File: src/common/asr_pkg.sv
package asr_pkg;
  // array organisation
  localparam int ADDR_W = 15;
  localparam int DATA_W = 8;
  localparam int CLK_PERIOD_NS = 8;
  // timing figures in ns, faster grade
  localparam int T_CYCLE_FAST_NS = 120;
  localparam int T_OE_ACC_FAST_NS = 60;
  localparam int T_WPULSE_FAST_NS = 80;
  localparam int T_DSETUP_FAST_NS = 45;
  localparam int T_OUTOFF_FAST_NS = 35;
  // timing figures in ns, slower grade
  localparam int T_CYCLE_SLOW_NS = 150;
  localparam int T_OE_ACC_SLOW_NS = 75;
  localparam int T_OUTOFF_SLOW_NS = 40;
  localparam int T_PD_SETUP_NS = 0;
  // least times round up to whole cycles, slower grade covers both
  localparam int CYC_ACCESS = (T_CYCLE_SLOW_NS + CLK_PERIOD_NS - 1) / CLK_PERIOD_NS;
  localparam int CYC_OE_ACC = (T_OE_ACC_SLOW_NS + CLK_PERIOD_NS - 1) / CLK_PERIOD_NS;
  localparam int CYC_TURN = (T_OUTOFF_SLOW_NS + CLK_PERIOD_NS - 1) / CLK_PERIOD_NS;
  localparam int CYC_RECOVER = CYC_ACCESS;
  localparam int CNT_W = 6;
  // sequencer states
  typedef enum logic [2:0] {
    ASR_IDLE = 3'b000,
    ASR_RD_WAIT = 3'b001,
    ASR_WR_TURN = 3'b010,
    ASR_WR_PULSE = 3'b011,
    ASR_WR_END = 3'b100,
    ASR_SLEEP = 3'b101,
    ASR_WAKE = 3'b110
  } asr_state_t;
endpackage

File: src/hdl/asr_host.sv
`timescale 1ns/1ns
// Overview of operation
// [RULE_01] memory is 32768 bytes, 15-bit address, shared 8-bit data pins
// [RULE_02] write happens only while chip enable and store gate both low
// [RULE_03] store gate falling first keeps the memory's pins undriven
// [RULE_04] host never drives data while memory drives; release before writing
// [RULE_05] wait 120/150 ns after chip enable before sampling; space reads likewise
// [RULE_06] allow 60/75 ns after output gate low before read data valid
// [RULE_07] memory turns outputs off within 35/40 ns of store gate low
// [RULE_08] after power-down hold chip enable high one read cycle before access
// [RULE_09] data captured on first rising edge of store gate or chip enable
// [RULE_10] address stable from before write start until write ends
// [RULE_11] selected, gate high, output gate low reads addressed byte
// [RULE_12] chip enable high ignores accesses, pins undriven, contents kept
// [RULE_13] selected with both gates high leaves data pins undriven
module asr_host (
  // clock and reset
  input wire logic i_clock,
  input wire logic i_arst_n,
  // user request port
  input wire logic i_req,
  input wire logic i_we,
  input wire logic [asr_pkg::ADDR_W-1:0] i_addr,
  input wire logic [asr_pkg::DATA_W-1:0] i_wdata,
  input wire logic i_sleep,
  output logic o_ready,
  output logic o_rvalid,
  output logic [asr_pkg::DATA_W-1:0] o_rdata,
  // memory pins
  // [RULE_01] 15-bit address, byte data
  output logic [asr_pkg::ADDR_W-1:0] o_mem_addr,
  output logic o_chip_enable_n,
  output logic o_store_gate_n,
  output logic o_output_gate_n,
  input wire logic [asr_pkg::DATA_W-1:0] i_dq,
  output logic [asr_pkg::DATA_W-1:0] o_dq,
  output logic o_dq_oe_n
);

  asr_pkg::asr_state_t state;
  logic [asr_pkg::CNT_W-1:0] cnt;
  // helper counters feed the checks only, never the sequencer
  logic [asr_pkg::CNT_W-1:0] sel_age;
  logic [asr_pkg::CNT_W-1:0] wake_age;

  // ==========================================================
  // sequencer
  // ==========================================================
  // every timed phase uses the slower grade so either part works
  always_ff @(posedge i_clock or negedge i_arst_n) begin
    if (!i_arst_n) begin
      state <= asr_pkg::ASR_IDLE;
      cnt <= '0;
      o_ready <= 1'b0;
      o_rvalid <= 1'b0;
      o_rdata <= '0;
      o_mem_addr <= '0;
      o_chip_enable_n <= 1'b1;
      o_store_gate_n <= 1'b1;
      o_output_gate_n <= 1'b1;
      o_dq <= '0;
      o_dq_oe_n <= 1'b1;
    end else begin
      o_rvalid <= 1'b0;
      case (state)
        asr_pkg::ASR_IDLE: begin
          // [RULE_12] deselected standby
          o_chip_enable_n <= 1'b1;
          o_output_gate_n <= 1'b1;
          o_dq_oe_n <= 1'b1;
          o_ready <= !i_sleep;
          if (i_sleep) begin
            state <= asr_pkg::ASR_SLEEP;
          end else if (i_req && o_ready) begin
            o_ready <= 1'b0;
            // [RULE_10] address set ahead
            o_mem_addr <= i_addr;
            o_dq <= i_wdata;
            o_chip_enable_n <= 1'b0;
            cnt <= '0;
            if (i_we) begin
              state <= asr_pkg::ASR_WR_TURN;
            end else begin
              // [RULE_06] gate low whole access
              // [RULE_11] read with output gate
              o_output_gate_n <= 1'b0;
              state <= asr_pkg::ASR_RD_WAIT;
            end
          end
        end
        asr_pkg::ASR_RD_WAIT: begin
          cnt <= cnt + 1'b1;
          // [RULE_05] access and spacing wait
          if (cnt == asr_pkg::CNT_W'(asr_pkg::CYC_ACCESS - 1)) begin
            o_rdata <= i_dq;
            o_rvalid <= 1'b1;
            o_output_gate_n <= 1'b1;
            o_chip_enable_n <= 1'b1;
            state <= asr_pkg::ASR_IDLE;
          end
        end
        asr_pkg::ASR_WR_TURN: begin
          // [RULE_03] gate low before any drive; [RULE_13] output gate stays high
          o_store_gate_n <= 1'b0;
          cnt <= cnt + 1'b1;
          // [RULE_04] [RULE_07] turnaround wait covers output-off time
          // counted from the store gate fall one cycle after entry, not from entry
          if (cnt == asr_pkg::CNT_W'(asr_pkg::CYC_TURN)) begin
            o_dq_oe_n <= 1'b0;
            cnt <= '0;
            state <= asr_pkg::ASR_WR_PULSE;
          end
        end
        asr_pkg::ASR_WR_PULSE: begin
          cnt <= cnt + 1'b1;
          // [RULE_02] overlap held a full cycle time
          if (cnt == asr_pkg::CNT_W'(asr_pkg::CYC_ACCESS - 1)) begin
            // [RULE_09] store gate rises first, captures data
            o_store_gate_n <= 1'b1;
            state <= asr_pkg::ASR_WR_END;
          end
        end
        asr_pkg::ASR_WR_END: begin
          // data and address held one cycle past the rising edge
          o_chip_enable_n <= 1'b1;
          o_dq_oe_n <= 1'b1;
          state <= asr_pkg::ASR_IDLE;
        end
        asr_pkg::ASR_SLEEP: begin
          o_ready <= 1'b0;
          cnt <= '0;
          if (!i_sleep) begin
            state <= asr_pkg::ASR_WAKE;
          end
        end
        asr_pkg::ASR_WAKE: begin
          cnt <= cnt + 1'b1;
          // [RULE_08] chip enable high one cycle time
          if (cnt == asr_pkg::CNT_W'(asr_pkg::CYC_RECOVER - 1)) begin
            state <= asr_pkg::ASR_IDLE;
          end
        end
        default: begin
          state <= asr_pkg::ASR_IDLE;
        end
      endcase
    end
  end

  // ==========================================================
  // check helpers
  // ==========================================================
  // cycles the chip has stayed selected, saturating at all ones
  always_ff @(posedge i_clock or negedge i_arst_n) begin
    if (!i_arst_n) begin
      sel_age <= '0;
    end else if (o_chip_enable_n) begin
      sel_age <= '0;
    end else if (sel_age != '1) begin
      sel_age <= sel_age + 1'b1;
    end
  end

  // cycles since power-down ended; saturated out of reset, no recovery owed
  always_ff @(posedge i_clock or negedge i_arst_n) begin
    if (!i_arst_n) begin
      wake_age <= '1;
    end else if (state == asr_pkg::ASR_SLEEP) begin
      wake_age <= '0;
    end else if (wake_age != '1) begin
      wake_age <= wake_age + 1'b1;
    end
  end

  // ==========================================================
  // checks
  // ==========================================================
  // [RULE_04] no bus contention
  AST_NO_DRIVE_DURING_READ: assert property (@(posedge i_clock) disable iff (!i_arst_n) // [RULE_04]
    !o_output_gate_n |-> o_dq_oe_n)
    else $error("host drives data while memory outputs enabled");
  // [RULE_03] store gate first
  AST_GATE_BEFORE_DRIVE: assert property (@(posedge i_clock) disable iff (!i_arst_n) // [RULE_03]
    $fell(o_dq_oe_n) |-> !$past(o_store_gate_n, asr_pkg::CYC_TURN))
    else $error("data driven before turnaround");
  // [RULE_05] sample after access
  AST_READ_WAIT: assert property (@(posedge i_clock) disable iff (!i_arst_n) // [RULE_05]
    $fell(o_chip_enable_n) && !o_output_gate_n |-> ##19 o_rvalid)
    else $error("read sampled at wrong time");
  // [RULE_05] never sample early
  AST_SAMPLE_AGE: assert property (@(posedge i_clock) disable iff (!i_arst_n) // [RULE_05]
    o_rvalid |-> sel_age == asr_pkg::CNT_W'(asr_pkg::CYC_ACCESS))
    else $error("read data taken before access time");
  // [RULE_06] output gate settled
  AST_OE_ACCESS: assert property (@(posedge i_clock) disable iff (!i_arst_n) // [RULE_06]
    o_rvalid |-> !$past(o_output_gate_n, asr_pkg::CYC_OE_ACC))
    else $error("output gate not low long enough");
  // [RULE_02] overlap inside selection
  AST_WRITE_OVERLAP: assert property (@(posedge i_clock) disable iff (!i_arst_n) // [RULE_02]
    !o_store_gate_n |-> !o_chip_enable_n)
    else $error("store gate low outside selection");
  // [RULE_10] address held steady
  AST_ADDR_STABLE: assert property (@(posedge i_clock) disable iff (!i_arst_n) // [RULE_10]
    !o_chip_enable_n && !$past(o_chip_enable_n) |-> $stable(o_mem_addr))
    else $error("address moved during access");
  // [RULE_09] gate ends write
  AST_GATE_RISES_FIRST: assert property (@(posedge i_clock) disable iff (!i_arst_n) // [RULE_09]
    $rose(o_store_gate_n) |-> !o_chip_enable_n && !o_dq_oe_n ##1 o_chip_enable_n)
    else $error("write end order wrong");
  // [RULE_08] stay deselected on wake
  AST_WAKE_DESELECT: assert property (@(posedge i_clock) disable iff (!i_arst_n) // [RULE_08]
    $fell(i_sleep) && state == asr_pkg::ASR_SLEEP |-> o_chip_enable_n [*8] ##1 o_chip_enable_n)
    else $error("access too soon after power-down");
  // [RULE_08] full recovery time
  AST_WAKE_RECOVERY: assert property (@(posedge i_clock) disable iff (!i_arst_n) // [RULE_08]
    $fell(o_chip_enable_n) |-> wake_age >= asr_pkg::CNT_W'(asr_pkg::CYC_RECOVER))
    else $error("selection before power-down recovery ended");
  // [RULE_13] no read gate in write
  AST_NO_READ_GATE_IN_WRITE: assert property (@(posedge i_clock) disable iff (!i_arst_n) // [RULE_13]
    !o_store_gate_n |-> o_output_gate_n)
    else $error("output gate low during write");
  // [RULE_12] idle leaves bus alone
  AST_IDLE_QUIET: assert property (@(posedge i_clock) disable iff (!i_arst_n) // [RULE_12]
    state == asr_pkg::ASR_IDLE |-> o_chip_enable_n && o_store_gate_n && o_dq_oe_n)
    else $error("memory selected or driven while idle");
endmodule

File: config.mk
export PLATFORM = sky130hd
export DESIGN_NAME = asr_host
export DESIGN_NICKNAME = d
export VERILOG_FILES = /design/src/common/asr_pkg.sv /design/src/hdl/asr_host.sv
export SDC_FILE = /design/constraint.sdc
export NUM_CORES = 1
export LEC_CHECK = 0
export ABC_AREA = 0
export BUFFER_PORTS_ARGS = -buffer_cell sky130_fd_sc_hd__clkbuf_2
export CAP_MARGIN = 10
export CELL_PAD_IN_SITES_DETAIL_PLACEMENT = 1
export CELL_PAD_IN_SITES_GLOBAL_PLACEMENT = 2
export CORE_ASPECT_RATIO = 1.5
export CORE_MARGIN = 2
export CORE_UTILIZATION = 28
export CTS_BUF_LIST = sky130_fd_sc_hd__clkbuf_8 sky130_fd_sc_hd__clkbuf_16
export DETAILED_ROUTE_END_ITERATION = 6
export GPL_TIMING_DRIVEN = 1
export HOLD_SLACK_MARGIN = 0.15
export PLACE_DENSITY_LB_ADDON = 0.1
export RECOVER_POWER = 50
export SLEW_MARGIN = 20
export SYNTH_ARGS = -nofsm -noshare
export SYNTH_HDL_FRONTEND = slang
export SYNTH_SLANG_ARGS = --single-unit
File: constraint.sdc
create_clock -name i_clock -period 1.59 [get_ports i_clock]
set_input_delay 0.159 -clock i_clock [delete_from_list [all_inputs] [get_ports i_clock]]
set_output_delay 0.159 -clock i_clock [all_outputs]
set_load 0.1 [all_outputs]
After elaboration in Yosys (flattened, before gate mapping)
Cells that the tools add are included.

Word-level logic and storage cells: 77. Flip-flop bits (word level): 46. Output and inout port bits: 37. Bits of input ports: 36.

Eq/ne operators: 16. Muxes and demuxes: 28. Add/subtract/negate cells: 1. Reductions and logical operators: 20. Bitwise gates (word level): 1.

Operators by type and width (count): one-hot mux 6 bit (4 select lines) (1); two-way mux 3 bit (6); two-way mux 6 bit (3); one-hot mux 3 bit (5 select lines) (1); inequality test 2 bit (second input constant) (6); two-way mux 1 bit (11); AND reduction 2 bit (5); == test 3 bit (second input constant) (3); one-hot mux 1 bit (2 select lines) (4); nonzero test 2 bit (4); adder 6 x 1 -> 6 bit (second input constant) (1); == test 3 x 2 -> 1 bit (second input constant) (2); == test 6 x 3 -> 1 bit (second input constant) (1); == test 6 x 5 -> 1 bit (second input constant) (1); AND reduction 3 bit (2); AND reduction 5 bit (1); nonzero test 4 bit (1); OR reduction 2 bit (2); == test 3 x 1 -> 1 bit (second input constant) (1); zero test 3 bit (1); inequality test 3 bit (second input constant) (1); one-hot mux 1 bit (3 select lines) (1); nonzero test 3 bit (1); OR reduction 3 bit (1); 5 further kinds (5).

Logic depth before layout (Yosys ltp)
Gate-level depths: netlist of the first run.

Depth in word-level cells: 4. Depth in mapped cells: 6. Depth with buffers taken out: 6.

Least setup slack after synthesis of the first run
No wires, ideal clock.

Path type: register to register. Start point: register o_ready. End point: register cnt[4] (netlist name). Arrival: 1783 ps. Path buffers: 0. Data required time: 1465 ps. Cell stages (with the launch flop): 5. Library setup time: 125 ps. Slack: -319 ps. Period minus slack after synthesis: 1909 ps. Cell sequence: dfrtp_1 > and4bb_2 > o31ai_2 > o21a_1 > o21ai_1.

Cells in the longest elaborated chain, start to end: 3.

Ends and longest elaborated chain: start, declared (line asr_host.sv:26) `output logic o_ready,`; start signal, assigned (line asr_host.sv:71) `o_ready <= !i_sleep;`; logical AND 1 bit (line asr_host.sv:74) `end else if (i_req && o_ready) begin`; inequality test 2 bit (no source line); AND reduction 3 bit (no source line); end signal, assigned (line asr_host.sv:92) `cnt <= cnt + 1'b1;`; end signal, assigned (line asr_host.sv:105) `cnt <= cnt + 1'b1;`; end signal, assigned (line asr_host.sv:115) `cnt <= cnt + 1'b1;`; end, declared (line asr_host.sv:41) `logic [asr_pkg::CNT_W-1:0] cnt;`.

No other way between the ends. A chain may end at the register's enable or synchronous reset.

Worst setup path in the final report of the first run
Start point: register cnt[0] (netlist name). End point: register o_rdata[7] (netlist name).

Cells in the longest elaborated chain, start to end: 2.

Ends and longest elaborated chain: == test 6 x 5 -> 1 bit (line asr_host.sv:94) `if (cnt == asr_pkg::CNT_W'(asr_pkg::CYC_ACCESS - 1)) begin`; AND reduction 2 bit (no source line); end signal, assigned (line asr_host.sv:95) `o_rdata <= i_dq;`; end, declared (line asr_host.sv:28) `output logic [asr_pkg::DATA_W-1:0] o_rdata,`.

No other way between the ends.

==> results.txt, run 1 <==
The run finished with clean final reports. The first routing iteration left 44 violations. The number of unique standard cell types used by synthesis came out at 41. The final count of hold timing violations came out at 0. The full die area came out at 0.00816 mm2. Global routing consumed, over all layers together, 15.0% of the routing resources. The synthesis-to-layout area growth is 52.9%. The net count after synthesis is 206. The post-route fraction of the period consumed by the critical path is 93.9%.

The total placed instance area came out at 0.00269 mm2. The weighted congestion reported at the end of routability-driven placement came out at 0.716. Counting flops with an async set or reset pin after synthesis yields a share of 100%. Each instance of the synthesized netlist takes up on average around 12 um2. For this configuration, the core starts out at a cell density of just under 30%. The number of ports placed on the die boundary is 73. The post-route antenna net violation count is 0.

The synthesized instance count is 167. The most area-hungry cell type in the Yosys netlist is sky130_fd_sc_hd__dfrtp_1. The number of max-slew violations in the final report came out at 0. The via count of the first global-routing pass came out at 1,940. The initial antenna violation count is 0. The footprint of the multi-input gates is slightly below 900 um2. Of the post-synthesis cell area, the part taken by muxes is 16.8%. For the worst setup path, the data arrival time is 1670 ps. The worst hold path was traced through 2 stages. The worst max-slew margin expressed relative to the limit is a little under three fifths. The clock slew seen by the registers of the worst setup and hold paths is 100 ps. For this run, the top clock speed supported by timing is 670 MHz.

Max-cap violations in this run came to 0. The share of cells above drive strength 1 came out at 50.7%. The repair_antennas step left the layout with diodes totalling 0.

The area of the core region is 0.00723 mm2. The synthesized cell area came out at 0.00208 mm2. The combinational family with the most area after synthesis is multiplexers. The sum of routed wire length over all layers came out at 5610 um. The sequential share of the synthesized area came out at 55.5%.

The worst hold slack came out at roughly 170 ps. The post-detailed-route via-to-cell ratio is 4.51. The final HPWL from detailed placement came out at 3980 um.

The routed wire length per instance came out at 14.3 um. In the post-synthesis netlist, the biggest area contributors are sky130_fd_sc_hd__dfrtp_1 (50%), sky130_fd_sc_hd__mux2_2 (17%), sky130_fd_sc_hd__dfstp_2 (5.0%), sky130_fd_sc_hd__nand2_1 (3.1%), sky130_fd_sc_hd__ha_1 (1.8%). The TritonCTS clock tree is built. The floorplan step set the die height to 110 um. The number of nets in the layout is 330. The clock period could shrink to 1490 ps. The largest clock skew in the final design is 10.6 ps. The arithmetic-cell share of the synthesized area counting full adders, half adders and majority gates is 1.80%. The number of buffers on the longest clock path is 2. The setup path with the least slack is of type reg2reg. The top cell type by area accounts for about half of the synthesized area. The width of the chip is 74.4 um. Once placement completed, the tool counted placed cells totaling 351. The number of sinks on the clock net is 46.

The clock insertion delay at the later pin of the skew report came out at 300 ps. The worst setup path is captured at a flip-flop. The area fraction in compound gates after synthesis is 9.44%. The remaining global-route overflow came out at 0. The number of warnings printed during yosys synthesis is 0. For this run, the detailed router's first-pass iteration total came to 4. The number of flip-flops and latches in the synthesized netlist came out at 46.

In this run, CTS created clock tree buffers numbering 5. The area share of xor/xnor cells in the synthesized design is 0%. The critical-path maximum fanout came out at 9.

Sorting the synthesized cells by how often they occur yields sky130_fd_sc_hd__dfrtp_1 (42), sky130_fd_sc_hd__mux2_2 (31), sky130_fd_sc_hd__nand2_1 (17). The tree is rooted in a sky130_fd_sc_hd__clkbuf_8. The number of enable flip-flop cells after synthesis came out at 0. The tightest min-delay check is of the in2reg type. The filler cell count in the final layout came out at 839.

The total via count in the routed design came out at 1,766. The level count of the clock H-tree came out at 2. After detailed routing, the number of remaining DRC violations is 0.

The finished cells cover between 0.003 and 0.004 mm2. The transition time of the tightest slew-check pin is approximately 650 ps. The largest net degree at the start of global routing came out at between 40 and 50. Setup violations remaining at the end of the flow were counted as 0. The final non-filler cell total came out at between 300 and 400. The combined flip-flop and latch cell area is 0.00116 mm2. The global-route wire length before repair is 9420 um. The simple-gate area share of the yosys netlist came out at 12.2%. The floorplan has 38 rows. The worst setup path is launched from a flip-flop. Yosys instantiated no cell more often than sky130_fd_sc_hd__dfrtp_1. The count of buffers added on input and output ports is 72. Data on the critical path is required at its endpoint by about 1800 ps. For this run, the leading register cell type out of synthesis is sky130_fd_sc_hd__dfrtp_1.

The number of cells on the worst reg-to-reg path is 5.
routing by layer:
layer / wire length, um / up-vias / global-route usage (%)
li1: - / 839 / -
met1: 2220 / 866 / 18.0
met2: 3010 / 55 / 26.4
met3: 296 / 6 / 3.76
met4: 85 / 0 / 4.08
met5: 0 / - / 0
layout make-up:
type                            instances  area share (%)
Clock buffer                            6            2.59
Clock inverter                          2            1.89
Inverter                                7           0.825
Multi-Input combinational cell        106            27.6
Sequential cell                        46            36.5
Tap cell                              100            3.93
Timing Repair Buffer                  125            26.7
worst max-delay path: stages (launching register included):
cell,delay (ps)
sky130_fd_sc_hd__dfrtp_1,390
sky130_fd_sc_hd__inv_1,50
sky130_fd_sc_hd__ha_1,200
sky130_fd_sc_hd__and4b_1,240
sky130_fd_sc_hd__nand2_4,140
sky130_fd_sc_hd__mux2_2,340
stage by stage:
stage	setup TNS, ps	util [%]	setup WS [ps]
floorplan	0	-	46.2
global placement	0	37.3	19.9
detailed placement	-150	37.3	-47.9
CTS	0	44.0	9.84
global route	-8.03	44.0	-8.03
finish	0	44.0	97.6
placed cells by master (no fill, tap or decap), types with 4 or more instances in the layout:
| master | instances |
|---|---|
| sky130_fd_sc_hd__dfstp_2 | 4 |
| sky130_fd_sc_hd__nand3_1 | 6 |
| sky130_fd_sc_hd__clkbuf_8 | 6 |
| sky130_fd_sc_hd__buf_4 | 17 |
| sky130_fd_sc_hd__inv_1 | 7 |
| sky130_fd_sc_hd__dlygate4sd3_1 | 33 |
| sky130_fd_sc_hd__clkbuf_2 | 72 |
| sky130_fd_sc_hd__dfrtp_1 | 40 |
| sky130_fd_sc_hd__nand2_1 | 17 |
| sky130_fd_sc_hd__o21ai_0 | 6 |
| sky130_fd_sc_hd__mux2_2 | 31 |
registers in the layout (all words and copies together), names as in the netlist:
name and flops:
cnt 6, o_chip_enable_n 1, o_dq 8, o_dq_oe_n 1, o_mem_addr 15, o_output_gate_n 1, o_rdata 8, o_ready 1
o_rvalid 1, o_store_gate_n 1, state 3
worst paths after layout:
| kind | start | endpoint | slack, ps |
|---|---|---|---|
| worst max-delay path | cnt[0] | o_rdata[7] | 100 |
| worst min-delay path | i_we | o_output_gate_n | 170 |
| worst max register to register | cnt[0] | o_rdata[7] | 100 |
| worst min register to register | o_dq_oe_n | o_dq_oe_n | 490 |
| max in group asynchronous | i_arst_n | state[2] | 590 |
| min in group asynchronous | i_arst_n | o_ready | 530 |
repair_timing:
item,CTS,global route
hold buffers,33,0
setup endpoints to repair,7,38
pin swaps,0,0
setup buffers,0,0
hold endpoints to repair,78,0
resized for setup,2,5
kinds of logic (layout without fill, tap and decap cells):
family                     count (synthesis)  after routing
muxes                                     31             31
buffers and inverters                     15            140
adders and majority gates                  3              3
AOI/OAI and AO/OA                         29             29
and+or+nand+nor                           43             43
DFF                                       46             46
Power of run 1 is left out: the tool's default activity adds up to more than one toggle a clock period on the data nets, which glitch-free logic cannot reach.
==> run 2: changes to the inputs <==
Settings changed: ABC_CLOCK_PERIOD_IN_PS set to 1590, CELL_PAD_IN_SITES_DETAIL_PLACEMENT 1 to unset, CELL_PAD_IN_SITES_GLOBAL_PLACEMENT 2 to unset, CORE_UTILIZATION 28 to 44, PLACE_DENSITY set to 0.75, PLACE_DENSITY_LB_ADDON 0.1 to unset.
==> run 2 against run 1 <==
  * Final area decreased by 4.3%
  * Critical path depth stayed put
  * Non-clock buffer count shrank 5
  * Via count grew 1.5%
  * Clock skew down 0.91 ps
  * Setup slack worse by 33 ps
  * Cell count decreased by 10%
  * Sequential cell count is the same
  * Clock-buffer cell count is 1 lower
  * Die area shrank 35%
  * First-iteration DRC count decreased by 18%
  * Routed wire length shrank 6.2%
  * Critical endpoint is now o_rdata[4]
==> results.txt, run 2 (synthesized netlist as in run 1, its figures left out) <==
The number of buffers on the longest clock path came to 2 (unchanged). The depth of the most critical reg-to-reg path is 5 (unchanged). The share of cells above drive strength 1 is 49.3% (-1.4 points).

The library cells used most frequently in the layout, excluding fill and tap cells, are sky130_fd_sc_hd__clkbuf_2 (73), sky130_fd_sc_hd__dfrtp_1 (41), sky130_fd_sc_hd__dlygate4sd3_1 (33), sky130_fd_sc_hd__mux2_2 (31), sky130_fd_sc_hd__nand2_1 (17). The critical register-to-register path startpoint is cnt[0]. The required time of the worst setup path is 1780 ps (about the same).

Broken down by cell family, the worst path's largest delay share belongs to simple AND/OR/NAND/NOR gates. The number of nets in the layout came out at 326 (-1.2%). The diode insertion count for antenna repair was 0 (unchanged). The number of placement rows came out at 30 (-21%). The cell depth of the worst min-delay path is 2 (unchanged).

The remaining global-route overflow came to 0 (unchanged). The nature of the critical path startpoint is a flip-flop. The largest net degree at the start of global routing is 24 (-49%). Traced cell by cell, the critical path runs through inv_1, ha_1, and4b_2, nand2_4, mux2_2. The clock period minus worst slack came to 1530 ps (+32.8 ps). The total of endpoints with negative setup slack in the final report came out at 0 (unchanged). The setup slack after placement is -58.5 ps (-10.6 ps). The final standard cell utilization of the core came out at 67.1% (+23 points). The worst setup slack after layout was 64.8 ps (-32.8 ps). The path class of the tightest hold or removal check is in2reg. The post-route antenna net violation count came out at 0 (unchanged).

The post-route fraction of the period consumed by the critical path is 95.9% (+2.1 points). The largest register by flop count is o_mem_addr. The worst hold path terminates at o_output_gate_n.

The worst endpoint data arrival time came out at 1720 ps (+50 ps). The delay of the slowest critical-path stage came out at 400 ps (about the same). The number of buffers inserted by port buffering was 72 (unchanged). The number of sinks on the clock net came out at 46 (unchanged). The worst setup path is captured at a flip-flop. The number of buffers and inverters on the critical path is 1 (unchanged).

The via count of the first global-routing pass came out at 1,805 (-7.0%). The final count of hold timing violations is 0 (unchanged). The number of iterations in the first detailed-routing pass is 4 (unchanged). The effective utilization at floorplan is 45.8% (+17 points). The sum of routed wire length over all layers came out at 5260 um (-6.2%).

The worst setup path is of the reg2reg kind. For this design, the slowest cell found on the critical path is sky130_fd_sc_hd__dfrtp_1. TritonCTS built the clock tree. The global-route wire length before repair came out at 8140 um (-14%).

The final non-filler cell total came out at 352 (-10%). The number of buffers added for setup after CTS was 0 (unchanged). Compared with the post-synthesis result, the final layout area differs by 46.3%. The final HPWL from detailed placement is 3330 um (-16%). The largest registers in the layout are o_mem_addr x15, o_dq x8, o_rdata x8. The maximum achievable frequency is 656 MHz (-2.2%). The number of cells in the design after placement is 310 (-12%). The total via count in the routed design is 1,792 (+1.5%). The clock slew seen by the registers of the worst setup and hold paths came out at 80 ps (-20 ps). The number of flip-flops under the largest register name is 15 (unchanged). The post-detailed-route via-to-cell ratio came out at 5.09 (+13%). The number of ports placed on the die boundary came out at 73 (unchanged). Setup repair after global routing could not meet its margin everywhere. In this run the critical register-to-register path is captured at o_rdata[4].

The root buffer cell chosen for the clock tree is sky130_fd_sc_hd__clkbuf_8. The area of the core region is 0.00454 mm2 (-37%). The worst setup slack for register-to-register paths was 60 ps (-30 ps). The run finished with clean final reports. Leaving out fill and tap cells, the most frequent cell in the layout is sky130_fd_sc_hd__clkbuf_2.

The remaining design rule violation count came to 0 (unchanged). The worst hold path begins at i_we. The weighted congestion reported at the end of routability-driven placement came out at 0.830 (+16%).

The clock insertion delay at the later pin of the skew report is 300 ps (about the same). The routed wire length per instance is 14.9 um (+4.4%). The transition time of the tightest slew-check pin is 585 ps (-62.8 ps). The width of the chip came out at 60.2 um (-19%).

The initial antenna violation count came to 0 (unchanged). The count of routing violations after the opening detailed-route iteration came to 36 (-18%). The number of max-slew violations in the final report is 0 (unchanged). The level count of the clock H-tree came out at 2 (unchanged). The full die area is 0.00531 mm2 (-35%). The floorplan die height is 88.3 um (-19%). The critical-path maximum fanout is 7 (-2). The largest clock skew in the final design is 9.66 ps (-0.909 ps).

The worst hold slack came out at 154 ps (-11.7 ps). The count of max-cap constraint violations came to 0 (unchanged). The global-route total usage across every layer came out at 21.0% (+5.9 points). The worst max-slew margin expressed relative to the limit is 61.0% (+4.2 points). The number of buffers added by the clock tree synthesis step came out at 5 (unchanged).
## run 2: how the worst max path moves through the flow
| stage | cells after the start | to | start |
|---|---|---|---|
| after floorplan | 6 | o_rdata[0] | cnt[0] |
| after global placement | 6 | cnt[0] | cnt[1] |
| after detailed placement | 6 | cnt[0] | cnt[1] |
| after CTS | 5 | o_rdata[4] | cnt[0] |
| after global routing | 5 | o_rdata[0] | cnt[0] |
| final | 5 | o_rdata[4] | cnt[0] |
## run 2: worst register-to-register path, cell delays in order, from the launching register on
cell	delay [ps]
sky130_fd_sc_hd__dfrtp_1	400
sky130_fd_sc_hd__inv_1	60
sky130_fd_sc_hd__ha_1	200
sky130_fd_sc_hd__and4b_2	290
sky130_fd_sc_hd__nand2_4	130
sky130_fd_sc_hd__mux2_2	340
## run 2: layer usage
layer | vias to the layer above | GRT usage, % | share of wire [%]
met5 | - | 0 | 0
met1 | 870 | 20.6 | 34
met3 | 14 | 5.85 | 6.0
met4 | 0 | 11.3 | 3.3
li1 | 833 | - | -
met2 | 75 | 38.3 | 57
## run 2: what timing repair did
item | in CTS | in global routing
endpoints found under the setup margin | 14 | 15
cloned | 0 | 1
hold endpoints to repair | 50 | 0
hold buffers | 33 | 0
gates resized for setup | 3 | 5
pin swaps | 0 | 3
## run 2: area by class of cell
cell class / instances / area (um2)
inverters: 7 / 26.3
multi-input cells: 107 / 897
flip-flops and latches: 46 / 1160
repair buffers: 120 / 797
well taps: 64 / 80.1
fillers: 325 / 1500
clock inverters: 3 / 17.5
clock buffers: 5 / 68.8
## run 2: stage by stage
stage | TNS (ps) | area (um2)
2_1_floorplan | 0 | 2090
3_3_place_gp | 0 | 2580
3_5_place_dp | -193 | 2580
4_1_cts | 0 | 3020
5_1_grt | -41.0 | 3050
6_report | 0 | 3050
Power of run 2 is left out for the same reason.
==> run 3: changes to the inputs <==
Settings changed: ABC_CLOCK_PERIOD_IN_PS 1590 to 1900, CORE_UTILIZATION 44 to 53, PLACE_DENSITY 0.75 to 0.84.
Clock period 1.59 ns to 1.9 ns, I/O delays scaled along.
==> run 3 against run 2 <==
  * Routed wire length up 7.2%
  * Critical path type unchanged
  * Sequential cell count unchanged
  * Non-clock buffer count down 9
  * Final area down 4.5%
  * Worst hold slack better by 18 ps
==> results.txt, run 3 (synthesized netlist as in run 1, its figures left out) <==
The number of nets in the layout is 316 (-3.1%). The maximum achievable frequency was 573 MHz (-13%). The width of the chip was 55.2 um (-8.3%). The final-layout setup total negative slack was 0 ps (unchanged).

The via count of the first global-routing pass is 1,921 (+6.4%). The full die area came out at 0.00446 mm2 (-16%). The number of sinks on the clock net came to 46 (unchanged). The number of buffers inserted by port buffering came out at 72 (unchanged). The weighted congestion reported at the end of routability-driven placement was 0.874 (+5.3%). The share of cells above drive strength 1 is 45.7% (-3.6 points). The worst max-slew margin expressed relative to the limit is 12.4% (-49 points).

The transition time of the tightest slew-check pin came out at 1310 ps (+729 ps). The final count of hold timing violations is 0 (unchanged). The most critical setup path has its startpoint at cnt[1].

The floorplan die height came out at 80.8 um (-8.5%). The number of ports placed on the die boundary was 73 (unchanged). The level count of the clock H-tree is 2 (unchanged). The synthesis-to-layout area growth is 39.7%. The area of the core region was 0.00372 mm2 (-18%). The worst hold path begins at i_sleep. The number of iterations in the first detailed-routing pass came out at 4 (unchanged). The remaining global-route overflow came out at 0 (unchanged).

The number of max-slew violations in the final report is 0 (unchanged). The library cells used most frequently in the layout, excluding fill and tap cells, are sky130_fd_sc_hd__clkbuf_2 (70), sky130_fd_sc_hd__dfrtp_1 (41), sky130_fd_sc_hd__dlygate4sd3_1 (32), sky130_fd_sc_hd__mux2_2 (31), sky130_fd_sc_hd__nand2_1 (17). The post-detailed-route via-to-cell ratio is 5.62 (+10%). The final standard cell utilization of the core came out at 78.3% (+11 points).

The total via count in the routed design is 1,803 (+0.61%). The worst register-to-register path begins at cnt[1]. o_mem_addr holds more flip-flops than any other register. The worst setup path is launched from a flip-flop.

The number of flip-flops under the largest register name is 15 (unchanged). The root buffer cell chosen for the clock tree is sky130_fd_sc_hd__clkbuf_8. The largest clock skew in the final design came out at 8.26 ps (-1.40 ps). The post-route antenna net violation count came to 0 (unchanged). The largest registers in the layout are o_mem_addr x15, o_dq x8, o_rdata x8. The initial antenna violation count is 0 (unchanged). The clock insertion delay at the later pin of the skew report is 310 ps (about the same).

The routed length on met3 is 403 um (+28%). The clock slew seen by the registers of the worst setup and hold paths came out at 90 ps (about the same). The met1 wire length came to 1960 um (+8.9%). The total of endpoints with negative setup slack in the final report is 0 (unchanged). The largest net degree at the start of global routing is 26 (+8.3%). The routed wire length per instance came out at 17.6 um (+18%). The clock period minus worst slack is 1740 ps (+219 ps). The count of max-cap constraint violations is 0 (unchanged). The global-route total usage across every layer is 28.6% (+7.6 points). The worst setup path is captured at a flip-flop. Setup repair after global routing left no endpoint under its margin. The diode insertion count for antenna repair is 0 (unchanged).

In this run the worst hold path is classified as in2reg. The required time of the worst setup path is 2080 ps (+300 ps). The global-route wire length before repair was 8960 um (+10%). The count of routing violations after the opening detailed-route iteration came out at 61 (+69%). TritonCTS built the clock tree. The final HPWL from detailed placement is 3370 um (+1.3%). The number of placement rows is 27 (-10%). The run finished with clean final reports.

Leaving out fill and tap cells, the most frequent cell in the layout is sky130_fd_sc_hd__clkbuf_2. The remaining design rule violation count came to 0 (unchanged). The worst setup path is of the reg2reg kind. The met2 layer wire length in the routed design came out at 3130 um (+5.1%).

The number of buffers added by the clock tree synthesis step is 5 (unchanged). The number of buffers added for setup after CTS is 0 (unchanged). The effective utilization at floorplan was 56.0% (+10 points). The sum of routed wire length over all layers is 5640 um (+7.2%). The critical-path maximum fanout was 5 (-2). The highest layer touched by signal routing is met4. The worst endpoint data arrival time came to 1920 ps (+200 ps). The number of buffers on the longest clock path came out at 2 (unchanged). The post-route fraction of the period consumed by the critical path came to 91.8% (-4.1 points).
==> run 3: what timing repair did <==
action / in CTS / in global routing
hold endpoints to repair: 52 / 0
gates resized for setup: 0 / 0
hold buffers: 32 / 0
==> run 3: layout make-up <==
cell class / instances / area [um2]
flip-flops and latches: 46 / 1160
clock inverters: 2 / 12.5
repair buffers: 111 / 739
well taps: 43 / 53.8
multi-input cells: 106 / 837
clock buffers: 6 / 82.6
inverters: 7 / 26.3
fillers: 229 / 807
==> run 3: layer usage <==
layer / up-vias / GRT usage [%]
met4: 0 / 13.4
met1: 876 / 32.2
li1: 814 / -
met5: - / 0
met3: 19 / 7.72
met2: 94 / 48.5
==> run 3: through the flow <==
step	hold slack, ps	area [um2]	instances	setup slack (ps)
2_1_floorplan	-106	2080	167	264
3_3_place_gp	223	2500	281	300
3_5_place_dp	218	2500	281	212
4_1_cts	166	2920	321	182
5_1_grt	174	2910	321	15.3
6_report	172	2910	321	156
==> run 3: critical path, cell delays in order (launching register included) <==
cell and delay (ps):
sky130_fd_sc_hd__dfrtp_1 440, sky130_fd_sc_hd__inv_1 70, sky130_fd_sc_hd__ha_1 120, sky130_fd_sc_hd__nor4b_1 310, sky130_fd_sc_hd__a31oi_1 280, sky130_fd_sc_hd__o21ai_1 270, sky130_fd_sc_hd__o21ai_0 120
==> run 3: worst paths after layout <==
kind / end / slack [ps] / cells past startpoint
hold reg to reg: o_dq_oe_n / 500 / 2
min in group asynchronous: o_mem_addr[8] / 700 / 2
max in group asynchronous: o_ready / 340 / 2
hold / removal: state[1] / 170 / 2
setup reg to reg: cnt[0] / 160 / 6
setup / recovery: cnt[0] / 160 / 6
Power of run 3 is left out for the same reason.
